File: config.mk
export PLATFORM = sky130hd
export DESIGN_NAME = remote_control_arbiter
export DESIGN_NICKNAME = d
export VERILOG_FILES = /design/src/hw/rc_arbiter_pkg.sv /design/src/hw/timeout_counter.sv /design/src/hw/remote_control_arbiter.sv
export SDC_FILE = /design/constraint.sdc
export NUM_CORES = 1
export LEC_CHECK = 0
export ABC_AREA = 1
export ABC_CLOCK_PERIOD_IN_PS = 2500
export BUFFER_PORTS_ARGS = -buffer_cell sky130_fd_sc_hd__buf_4
export CAP_MARGIN = 5
export CELL_PAD_IN_SITES_DETAIL_PLACEMENT = 1
export CELL_PAD_IN_SITES_GLOBAL_PLACEMENT = 2
export CORE_ASPECT_RATIO = 1.75
export CORE_UTILIZATION = 31
export CTS_BUF_LIST = sky130_fd_sc_hd__clkbuf_8
export DETAILED_ROUTE_END_ITERATION = 7
export GPL_ROUTABILITY_DRIVEN = 0
export PLACE_DENSITY = 0.91
export SYNTH_ARGS = -nofsm -noshare
export SYNTH_HDL_FRONTEND = slang
export SYNTH_SLANG_ARGS = --single-unit
File: constraint.sdc
create_clock -name ref_clk -period 2.5 [get_ports ref_clk]
set_input_delay 0.125 -clock ref_clk [delete_from_list [all_inputs] [get_ports ref_clk]]
set_output_delay 0.125 -clock ref_clk [all_outputs]
set_load 0.02 [all_outputs]
File: src/hw/rc_arbiter_pkg.sv
// Package: shared types and constants for the remote control arbiter and link watchdog
package rc_arbiter_pkg;

    // Owner encoding of remote control
    typedef enum logic [2:0] {
        OWN_LOCAL  = 3'h0,
        OWN_REAR   = 3'h1,
        OWN_FRONT  = 3'h2,
        OWN_ANALOG = 3'h3,
        OWN_FIELD  = 3'h4,
        OWN_MASTER = 3'h5
    } owner_type;

    // Number of user interfaces (rear, front, analog, fieldbus)
    localparam int unsigned NUM_IF = 4;

    // Widths
    localparam int unsigned TMO_W = 32;
    localparam int unsigned ETH_W = 32;

    // Reset values
    localparam logic [TMO_W-1:0] TMO_RESET = 32'h0001_E848;   // 1 ms at 125 MHz
    localparam logic [ETH_W-1:0] ETH_RESET = 32'h0001_E848;

    // Link supervision: heartbeat must be seen within this many cycles
    localparam int unsigned LINK_TIME_US = 10;
    localparam int unsigned CLK_MHZ      = 125;
    localparam int unsigned LINK_CYCLES  = LINK_TIME_US * CLK_MHZ;

    // Per-interface request from a user interface
    typedef struct packed {
        logic takeReq;    // Request to take remote control
        logic leaveReq;   // Request to give control back
        logic msgValid;   // Any message received on this interface
        logic writeCmd;   // Message is a write/setting command
        logic outOnCmd;   // Write: switch output on
        logic outOffCmd;  // Write: switch output off
    } if_req_type;

    // Per-interface answer to a user interface
    typedef struct packed {
        logic granted;    // Request accepted
        logic refused;    // Request refused, error reported
        logic readAck;    // Read/status query served
        logic writeAck;   // Write carried out
    } if_rsp_type;

    // Configuration held by the device
    typedef struct packed {
        logic             monEnable;      // Interface monitoring on
        logic             keepOnAfterRem; // Output state after monitoring expiry: 1 keeps on
        logic             isSlave;        // Unit configured as slave
        logic [TMO_W-1:0] monTimeout;     // Monitoring timeout in cycles
        logic             ethEnable;      // Ethernet connection timeout on
        logic [ETH_W-1:0] ethTimeout;     // Ethernet timeout in cycles
    } cfg_type;

    // Request from master over master-slave link
    typedef struct packed {
        logic initReq;    // Master initializes slave
        logic releaseReq; // Master releases slave
        logic heartbeat;  // Link alive pulse
        logic outOnCmd;   // Master switches output on
        logic outOffCmd;  // Master switches output off
    } ms_req_type;

endpackage

File: src/hw/timeout_counter.sv
// Module: reloadable down counter with deferred reload value
`timescale 1ns/10ps
`default_nettype none
module timeout_counter #(
    parameter int unsigned W = 32
) (
    input  wire logic         ref_clk,   // System clock
    input  wire logic         rst_n,     // Sync reset, active low
    input  wire logic         clkEn,     // Clock enable
    input  wire logic         run,       // Counter enabled
    input  wire logic         restart,   // Restart period
    input  wire logic [W-1:0] loadVal,   // Period value, latched at period start
    output logic              expired    // One-cycle pulse at expiry
);
    typedef struct packed {
        logic [W-1:0] cnt;
        logic         exp;
        logic         act;
    } st_type;

    st_type st_q;
    st_type st_d;

    // Next state: period value sampled only when a period starts
    always_comb begin
        st_d     = st_q;
        st_d.exp = 1'b0;
        if (!run) begin
            st_d.act = 1'b0;
        end else if (restart || !st_q.act) begin
            st_d.act = 1'b1;
            st_d.cnt = (loadVal == '0) ? W'(1) : loadVal;
        end else if (st_q.cnt == W'(1)) begin
            st_d.exp = 1'b1;
            st_d.act = 1'b0;
        end else begin
            st_d.cnt = st_q.cnt - W'(1);
        end
    end

    // State register
    always_ff @(posedge ref_clk) begin
        if (!rst_n) begin
            st_q <= '0;
        end else if (clkEn) begin
            st_q <= st_d;
        end
    end

    assign expired = st_q.exp;
endmodule
`default_nettype wire

File: src/hw/remote_control_arbiter.sv
// Module: remote control arbiter and interface monitoring watchdog
`timescale 1ns/10ps
`default_nettype none
module remote_control_arbiter (
    input  wire logic                                ref_clk,      // System clock 125 MHz
    input  wire logic                                rst_n,        // Sync reset, active low
    input  wire logic                                clkEn,        // Clock enable
    input  wire logic                                buttonPin,    // Front pushbutton, async, high pressed
    input  wire logic                                alarmPending, // Device alarm shown on error LED
    input  wire rc_arbiter_pkg::cfg_type             cfg,          // Configuration
    input  wire rc_arbiter_pkg::if_req_type [3:0]    ifReq,        // Interface requests
    input  wire logic                                frontCmdOk,   // Front command within subset
    input  wire logic                                msActive,     // Master-slave operation running
    input  wire rc_arbiter_pkg::ms_req_type          msReq,        // Master link requests
    input  wire logic                                ethMsg,       // Ethernet message seen
    output rc_arbiter_pkg::if_rsp_type [3:0]         ifRsp,        // Interface answers
    output logic                                     msInitRefused,// Master init refused pulse
    output rc_arbiter_pkg::owner_type                owner,        // Current owner
    output logic                                     outputOn,     // Output stage on
    output logic                                     alarmAck,     // Alarm acknowledge pulse
    output logic                                     ms_link_protection_alarm, // Link protection alarm
    output logic                                     monExpired,   // Monitoring expiry pulse
    output logic                                     ethExpired    // Ethernet timeout pulse
);
    localparam int unsigned FRONT_IDX = 1;

    typedef struct packed {
        logic [2:0]                     btnSync;
        logic                           btnState;
        rc_arbiter_pkg::owner_type      own;
        logic                           outOn;
        logic                           ack;
        logic                           linkAlarm;
        logic [15:0]                    linkCnt;
        logic                           msInitRef;
        rc_arbiter_pkg::if_rsp_type [3:0] rsp;
        logic                           monExp;
        logic                           ethExp;
    } st_type;

    st_type st_q;
    st_type st_d;

    logic monRun;
    logic monRestart;
    logic monTick;
    logic ethTick;

    // ==================================================================
    // Timers
    // ==================================================================
    // Watched owner message restarts the period
    always_comb begin
        monRestart = 1'b0;
        for (int i = 0; i < rc_arbiter_pkg::NUM_IF; i++) begin
            if (st_q.own == rc_arbiter_pkg::owner_type'(i + 1) && ifReq[i].msgValid) begin
                monRestart = 1'b1;
            end
        end
    end

    // owner only, never on a slave
    assign monRun = cfg.monEnable && !cfg.isSlave
                    && st_q.own != rc_arbiter_pkg::OWN_LOCAL
                    && st_q.own != rc_arbiter_pkg::OWN_MASTER;

    timeout_counter #(.W(rc_arbiter_pkg::TMO_W)) monTimer (
        .ref_clk (ref_clk),
        .rst_n   (rst_n),
        .clkEn   (clkEn),
        .run     (monRun),
        .restart (monRestart),
        .loadVal (cfg.monTimeout),
        .expired (monTick)
    );

    timeout_counter #(.W(rc_arbiter_pkg::ETH_W)) ethTimer (
        .ref_clk (ref_clk),
        .rst_n   (rst_n),
        .clkEn   (clkEn),
        .run     (cfg.ethEnable),
        .restart (ethMsg),
        .loadVal (cfg.ethTimeout),
        .expired (ethTick)
    );

    // ==================================================================
    // Arbitration and output control
    // ==================================================================
    always_comb begin
        logic btnPress;
        logic anyRemote;
        btnPress  = 1'b0;
        anyRemote = 1'b0;
        st_d      = st_q;
        st_d.ack       = 1'b0;
        st_d.msInitRef = 1'b0;
        st_d.monExp    = monTick;
        st_d.ethExp    = ethTick;
        st_d.rsp       = '0;

        // Three-stage button sync, change once stages two and three agree
        st_d.btnSync = {st_q.btnSync[1:0], buttonPin};
        if (st_q.btnSync[2] == st_q.btnSync[1] && st_q.btnSync[2] != st_q.btnState) begin
            st_d.btnState = st_q.btnSync[2];
            btnPress      = st_q.btnSync[2];
        end
        anyRemote = st_q.own != rc_arbiter_pkg::OWN_LOCAL;

        if (btnPress && alarmPending) begin
            st_d.ack = 1'b1;
        end
        if (btnPress && !cfg.isSlave && !anyRemote) begin
            st_d.outOn = !st_q.outOn;
        end

        // Master link requests
        if (msReq.initReq) begin
            if (st_q.own == rc_arbiter_pkg::OWN_REAR || st_q.own == rc_arbiter_pkg::OWN_FRONT) begin
                st_d.msInitRef = 1'b1;
            end else if (!anyRemote) begin
                st_d.own = rc_arbiter_pkg::OWN_MASTER;
            end else begin
                st_d.msInitRef = 1'b1;
            end
        end
        if (msReq.releaseReq && st_q.own == rc_arbiter_pkg::OWN_MASTER) begin
            st_d.own = rc_arbiter_pkg::OWN_LOCAL;
        end
        if (st_q.own == rc_arbiter_pkg::OWN_MASTER) begin
            if (msReq.outOnCmd) begin
                st_d.outOn = 1'b1;
            end
            if (msReq.outOffCmd) begin
                st_d.outOn = 1'b0;
            end
        end

        // Interface requests, lowest index wins a tie
        for (int i = 0; i < rc_arbiter_pkg::NUM_IF; i++) begin
            if (ifReq[i].takeReq) begin
                if (msActive || st_q.own == rc_arbiter_pkg::OWN_MASTER) begin
                    st_d.rsp[i].refused = 1'b1;
                end else if (st_d.own == rc_arbiter_pkg::OWN_LOCAL
                             || st_d.own == rc_arbiter_pkg::owner_type'(i + 1)) begin
                    st_d.own = rc_arbiter_pkg::owner_type'(i + 1);
                    st_d.rsp[i].granted = 1'b1;
                end else begin
                    st_d.rsp[i].refused = 1'b1;
                end
            end
            if (ifReq[i].leaveReq && st_q.own == rc_arbiter_pkg::owner_type'(i + 1)) begin
                st_d.own = rc_arbiter_pkg::OWN_LOCAL;
            end
            if (ifReq[i].msgValid && !ifReq[i].writeCmd) begin
                st_d.rsp[i].readAck = (i != FRONT_IDX) || frontCmdOk;
                st_d.rsp[i].refused = st_d.rsp[i].refused || ((i == FRONT_IDX) && !frontCmdOk);
            end
            if (ifReq[i].msgValid && ifReq[i].writeCmd) begin
                if (i == FRONT_IDX && (!frontCmdOk || (anyRemote
                        && st_q.own != rc_arbiter_pkg::OWN_FRONT))) begin
                    st_d.rsp[i].refused = 1'b1;
                end else if (i != FRONT_IDX && st_q.own != rc_arbiter_pkg::owner_type'(i + 1)) begin
                    st_d.rsp[i].refused = 1'b1;
                end else begin
                    st_d.rsp[i].writeAck = 1'b1;
                    if (ifReq[i].outOnCmd) begin
                        st_d.outOn = 1'b1;
                    end
                    if (ifReq[i].outOffCmd) begin
                        st_d.outOn = 1'b0;
                    end
                end
            end
        end

        if (monTick && monRun) begin
            st_d.own = rc_arbiter_pkg::OWN_LOCAL;
            if (!cfg.keepOnAfterRem) begin
                st_d.outOn = 1'b0;
            end
        end

        if (!msActive || msReq.heartbeat) begin
            st_d.linkCnt = '0;
        end else if (st_q.linkCnt >= 16'(rc_arbiter_pkg::LINK_CYCLES)) begin
            st_d.linkAlarm = 1'b1;
        end else begin
            st_d.linkCnt = st_q.linkCnt + 16'h0001;
        end
        if (btnPress && st_q.linkAlarm && msReq.heartbeat) begin
            st_d.linkAlarm = 1'b0;
        end
        if (st_q.linkAlarm) begin
            st_d.outOn = 1'b0;
        end
    end

    // State register
    always_ff @(posedge ref_clk) begin
        if (!rst_n) begin
            st_q <= '0;
        end else if (clkEn) begin
            st_q <= st_d;
        end
    end

    // Registered outputs
    assign ifRsp                    = st_q.rsp;
    assign msInitRefused            = st_q.msInitRef;
    assign owner                    = st_q.own;
    assign outputOn                 = st_q.outOn;
    assign alarmAck                 = st_q.ack;
    assign ms_link_protection_alarm = st_q.linkAlarm;
    assign monExpired               = st_q.monExp;
    assign ethExpired               = st_q.ethExp;
endmodule
`default_nettype wire

==> results.toml, run 1 <==
[synth]
synth_most_common_cell = "nand2_1"
syn_nets = 1146
synth_ff_type = "dfxtp_1"
ys_ff_latch = 113
synth_enable_flop_cells = 0
seq_area_frac_synth_pct = 33.2
yosys_warnings = 0
synthCells = 1035
synth_area_um2 = 6820
synth.area.top_cells = "dfxtp_1, nand2_1, a21oi_1"
synth.lib_cells_used.distinct = 50
syn_area_per_cell_um2 = 6.59
synth_top_area_share_pct = 33.2
async_flop_share_pct = 0
yosys-top-cells-count = "nand2_1, nor2_1, a21oi_1"
yosysTopAreaCell = "dfxtp_1"

[placed_design]
postPlaceCellArea_um2 = 8040
hpwlAfterDp_um = 17800
place_inst = 1415
port_buffers = 129

[route]
totalWireLength_um = 24200
via_per_inst = 5.07
drtIter0Drc = 303
via_count = 7589
post_drt_wl_per_cell_um = 16.2
dr.pass1.iters = 4
ant_nets = 0
drc = 0

[floorplanning]
ios = 130
die-height_um = 198
placementRows = 71
chipWidth_um = 114
dieArea_um2 = 22600
core-area_um2 = 21500
start_util_pct = 31.7

[clocking]
clockBufferDepth = 2
clock_tree.root_cell = "clkbuf_8"
htree_levels = 4
clk_latency_ps = 460
cts_made_buffers = 17
clk_pin_slew_ps = 70
numClockSinks = 113
cts_tree = "yes"

[worst_hold_path]
min_path_type = "primary input to flip-flop"

[sta]
finalHoldViolations = 0
holdWs_ps = 35.1
fin_crit_sh_pct = 90.4
fmaxAchievable_mhz = 442
period_minus_slack_ps = 2260
setup_violations = 0
tns_ps = 0
slew_violations = 0
tightestPinTransition_ps = 669
slew_headroom_pct = 55.3
finalClockSkew_ps = 12.4

[pwr]
seq_power_share_pct = 39.1
clkPwrFrac_pct = 35.9
swShare_pct = 33.1
combPwrFrac_pct = 25.0
net-switching-power_mw = 1.66
total_power_mw = 5.02
power_leakage_nw = 3.89
max-vdd-ir-drop_uv = 278
intPower_mw = 3.36
powerDensity_nw_per_um2 = 558

[global_route]
grt_pass1_vias = 7965
antenna_found_initial = 0
grt_max_degree = 45
gr-usage-all-layers_pct = 22.2
grt_pass1_wl_um = 39000
grt_overflow_total = 0

[worst_setup_path]
worst_setup_path_end_kind = "flip-flop"
crit_fanout = 5
critPathLaunchType = "flip-flop"
required_ps = 2830
worstPathArrival_ps = 2590
crit_type = "flip-flop to flip-flop"

[layout]
post_route_cells_drive_above_1_share_pct = 19.0
antenna_cells = 0
instances_no_fill = 1498
nNetsFinal = 1304
areaGrowthSynthToFinish_pct = 31.8
stdcell_area_um2 = 8990

[job]
cap_violations = 0

[run_status]
status = "complete, no violations"
==> layout by cell type (no fill, tap or decap), types with 17 or more instances in the layout <==
master	synthesis	routed
dfxtp_1	113	111
nor3_1	24	23
nor4_1	17	17
nand2_1	160	160
buf_4	20	149
nor2_1	145	140
a21oi_1	114	114
dlygate4sd3_1	0	49
o21ai_0	107	106
clkbuf_8	0	20
inv_1	111	111
nand3_1	42	42
==> kinds of logic after synthesis <==
logic type / count (synthesis) / share of synthesized area, %
AOI/OAI and AO/OA: 274 / 22.1
xor gates and xnor gates: 23 / 2.95
adders and majority gates: 6 / 1.10
buffers and inverters: 181 / 11.2
DFF: 113 / 33.2
and+or+nand+nor: 438 / 29.5
==> metal layers <==
layer | up-vias | share of wire, % | track usage (%)
li1 | 3776 | - | -
met5 | - | 0 | 0
met4 | 0 | 2.5 | 8.71
met2 | 115 | 59 | 45.1
met3 | 44 | 2.7 | 3.83
met1 | 3654 | 36 | 21.4
==> critical path: stages, from the launching register on <==
cell and delay, ps:
dfxtp_1 340, nor2_1 90, nand2_1 70, nor2_1 160, nand2_1 140, nor2_4 170
nand4_2 110, nor2_1 200, nand2_1 120, nor2_1 220, nand3_1 120, xnor2_1 130
o21ai_0 160, a21oi_1 80
==> worst paths after layout <==
kind	startpoint	end	slack, ps	cells past startpoint
worst max register to register	ethTimer.st_q[4]	ethTimer.st_q[33]	240	13
worst min register to register	st_q[34]	st_q[34]	450	2
worst max-delay path	ethTimer.st_q[4]	ethTimer.st_q[33]	240	13
worst min-delay path	cfg[38]	monTimer.st_q[7]	40	3
==> registers in the layout, summed over array words and instances (netlist names) <==
register	count
monExpired	1
alarmAck	1
ethTimer.expired	1
monTimer.st_q	33
ethTimer.st_q	33
outputOn	1
st_d	2
ifRsp	16
msInitRefused	1
monTimer.expired	1
ethExpired	1
st_q	18
owner	3
ms_link_protection_alarm	1
==> power by group through the flow <==
stage / Combinational [mW] / Clock [mW] / Sequential (mW)
global placement: 1.15 / 0 / 2.00
CTS: 1.24 / 1.85 / 1.96
finish: 1.25 / 1.80 / 1.96
global route: 1.39 / 1.92 / 1.97
detailed placement: 1.17 / 0 / 2.00
floorplan: 0.752 / 0 / 1.98
==> repair_timing <==
item | in CTS | in global routing
hold buffers | 49 | 0
gates resized for setup | 0 | 12
setup buffers | 0 | 2
endpoints found under the hold margin | 47 | 0
setup endpoints to repair | 0 | 19
==> through the flow <==
step,worst slack [ps],utilization (%)
after floorplan,592,-
after global placement,185,37.4
after detailed placement,84.4,37.4
after CTS,72.4,41.5
after global routing,-2.04,41.8
final,240,41.8
==> cell type report <==
cell class	instances	area [um2]
clock buffer	20	275
clock inverter	12	131
fill	2796	12500
inverter	118	443
multi-input combinational	741	3830
sequential	113	2260
tap	292	365
timing repair buffer	202	1680
Power figures use the tool's default switching activity.
==> inputs of run 2 (changes only) <==
--- a/config.mk
+++ b/config.mk
@@ -6,17 +6,18 @@
 export NUM_CORES = 1
 export LEC_CHECK = 0
 export ABC_AREA = 1
-export ABC_CLOCK_PERIOD_IN_PS = 2500
+export ABC_CLOCK_PERIOD_IN_PS = 2000
 export BUFFER_PORTS_ARGS = -buffer_cell sky130_fd_sc_hd__buf_4
 export CAP_MARGIN = 5
 export CELL_PAD_IN_SITES_DETAIL_PLACEMENT = 1
 export CELL_PAD_IN_SITES_GLOBAL_PLACEMENT = 2
 export CORE_ASPECT_RATIO = 1.75
-export CORE_UTILIZATION = 31
+export CORE_UTILIZATION = 28
 export CTS_BUF_LIST = sky130_fd_sc_hd__clkbuf_8
+export CTS_CLUSTER_DIAMETER = 60
 export DETAILED_ROUTE_END_ITERATION = 7
 export GPL_ROUTABILITY_DRIVEN = 0
-export PLACE_DENSITY = 0.91
+export PLACE_DENSITY = 0.88
 export SYNTH_ARGS = -nofsm -noshare
 export SYNTH_HDL_FRONTEND = slang
 export SYNTH_SLANG_ARGS = --single-unit
==> constraint.sdc (replaced) <==
create_clock -name ref_clk -period 2 [get_ports ref_clk]
set_input_delay 0.1 -clock ref_clk [delete_from_list [all_inputs] [get_ports ref_clk]]
set_output_delay 0.1 -clock ref_clk [all_outputs]
set_load 0.02 [all_outputs]
==> results.toml, run 2 (same netlist as run 1, synthesis figures left out) <==
[worst_setup_path]
crit_type = "flip-flop to flip-flop"
worstPathArrival_ps = 2620
ff2ff_path_depth = 12
crit_fanout = 4
required_ps = 2390
worst_setup_path_end_kind = "flip-flop"
critPathLaunchType = "flip-flop"

[layout]
regArea_um2 = 2300
post_route_cells_drive_above_1_share_pct = 43.2
nFillCells = 2900
nNetsFinal = 1518
final_common_cell = "buf_4"
multi_input_area_um2 = 4780
final_cell_mix = "buf_4, nand2_1, nor2_1"
areaGrowthSynthToFinish_pct = 75.6
utilization_pct = 50.0
antenna_cells = 0
top_regs = "ethTimer.st_q: 33 flops, monTimer.st_q: 33 flops, st_q: 18 flops"

[global_route]
grt_pass1_vias = 9508
grt_max_degree = 69
grt_overflow_total = 0
grt_pass1_wl_um = 46400
gr-usage-all-layers_pct = 23.8
antenna_found_initial = 0

[floorplanning]
die-height_um = 208
ios = 130
core-area_um2 = 23900
dieArea_um2 = 25000
chipWidth_um = 120
placementRows = 75
start_util_pct = 28.5

[route]
via_per_inst = 5.32
drc = 0
drtIter0Drc = 391
via_count = 9187
dr.pass1.iters = 4
post_drt_wl_per_cell_um = 20.7
ant_nets = 0
totalWireLength_um = 35700

[placed_design]
port_buffers = 129
hpwlAfterDp_um = 19700
place_ws_ps = -215

[sta]
holdWs_ps = 28.2
setup_violations = 37
slew_violations = 0
finalClockSkew_ps = 18.7
finalHoldViolations = 0
fmaxAchievable_mhz = 449
tightestPinTransition_ps = 955
period_minus_slack_ps = 2230
worst_slack_ps = -227
grt_setup_unrepaired = "yes"
fin_crit_sh_pct = 111
slew_headroom_pct = 36.3

[clocking]
numClockSinks = 113
htree_levels = 4
clockBufferDepth = 2
cts_tree = "yes"
clk_latency_ps = 480
cts_made_buffers = 17
clock_tree.root_cell = "clkbuf_8"
clk_pin_slew_ps = 90

[run_status]
status = "complete, but fails checks"
failed_checks = "negative setup slack"

[worst_hold_path]
hold_depth = 6
min_path_type = "primary input to flip-flop"

[job]
cap_violations = 0

[pwr]
power_leakage_nw = 5.22
max-vdd-ir-drop_uv = 358
powerDensity_nw_per_um2 = 638
-- run 2: cell count changes in the layout (fill, tap and decap cells not counted), moves of 18 or more --
| cell | before | now |
|---|---|---|
| o21ai_1 | 3 | 41 |
| nand2_2 | 4 | 22 |
| buf_6 | 1 | 23 |
| nor2_1 | 140 | 114 |
| a21oi_2 | 0 | 29 |
| nand2_1 | 160 | 127 |
| o21ai_0 | 106 | 62 |
| inv_1 | 111 | 90 |
| a21oi_1 | 114 | 81 |
| buf_4 | 149 | 309 |
-- run 2: final timing paths --
| kind | startpoint | end | slack, ps |
|---|---|---|---|
| worst max-delay path | monTimer.st_q[2] | monTimer.st_q[32] | -230 |
| worst min register to register | st_q[31] | st_q[31] | 450 |
| worst max register to register | monTimer.st_q[2] | monTimer.st_q[32] | -230 |
| worst min-delay path | ifReq[12] | outputOn | 30 |
-- run 2: metal layers --
layer | vias up | global-route usage (%) | wire length [um]
met3 | 162 | 3.67 | 1190
met2 | 305 | 49.1 | 20000
li1 | 4216 | - | -
met5 | - | 0 | 0
met4 | 0 | 11.8 | 2540
met1 | 4504 | 21.4 | 12000
-- run 2: area by class of cell --
cell class	instances	area share (%)
sequential	113	19.2
multi-input combinational	741	39.9
inverter	118	3.81
clock inverter	13	1.06
clock buffer	19	2.18
timing repair buffer	416	30.7
tap	308	3.22
-- run 2: what timing repair did --
item | 4_1_cts | 5_1_grt
gates cloned | 3 | 8
buffers inserted | 41 | 35
hold buffers | 63 | 0
pin swaps | 38 | 74
gates resized for setup | 124 | 221
endpoints found under the hold margin | 61 | 0
endpoints found under the setup margin | 54 | 85
-- run 2: power breakdown --
group | leakage (nW) | switching [mW] | internal [mW]
combinational | 4.11 | 1.55 | 1.41
sequential | 0.930 | 0.101 | 2.35
clock | 0.186 | 1.16 | 1.06
-- run 2: critical path, cell delays in order (launching register included) --
cell and delay [ps]:
dfxtp_4 390, inv_4 70, ha_4 160, nand2_4 60, inv_2 60, nand4_1 220
nor2_2 240, nand2_2 110, nor3_4 160, nand3_1 140, a21oi_1 180, o21ai_1 110
a221oi_2 250
-- run 2: through the flow --
| step | cells | TNS, ps | cell area [um2] | total power [mW] |
|---|---|---|---|---|
| floorplan | 1035 | 0 | 6820 | 3.41 |
| global placement | 1552 | -697 | 8980 | 4.33 |
| detailed placement | 1552 | -3140 | 8980 | 4.38 |
| CTS | 1690 | -438 | 10800 | 7.01 |
| global route | 1728 | -11050 | 12000 | 7.93 |
| finish | 1728 | -2550 | 12000 | 7.64 |
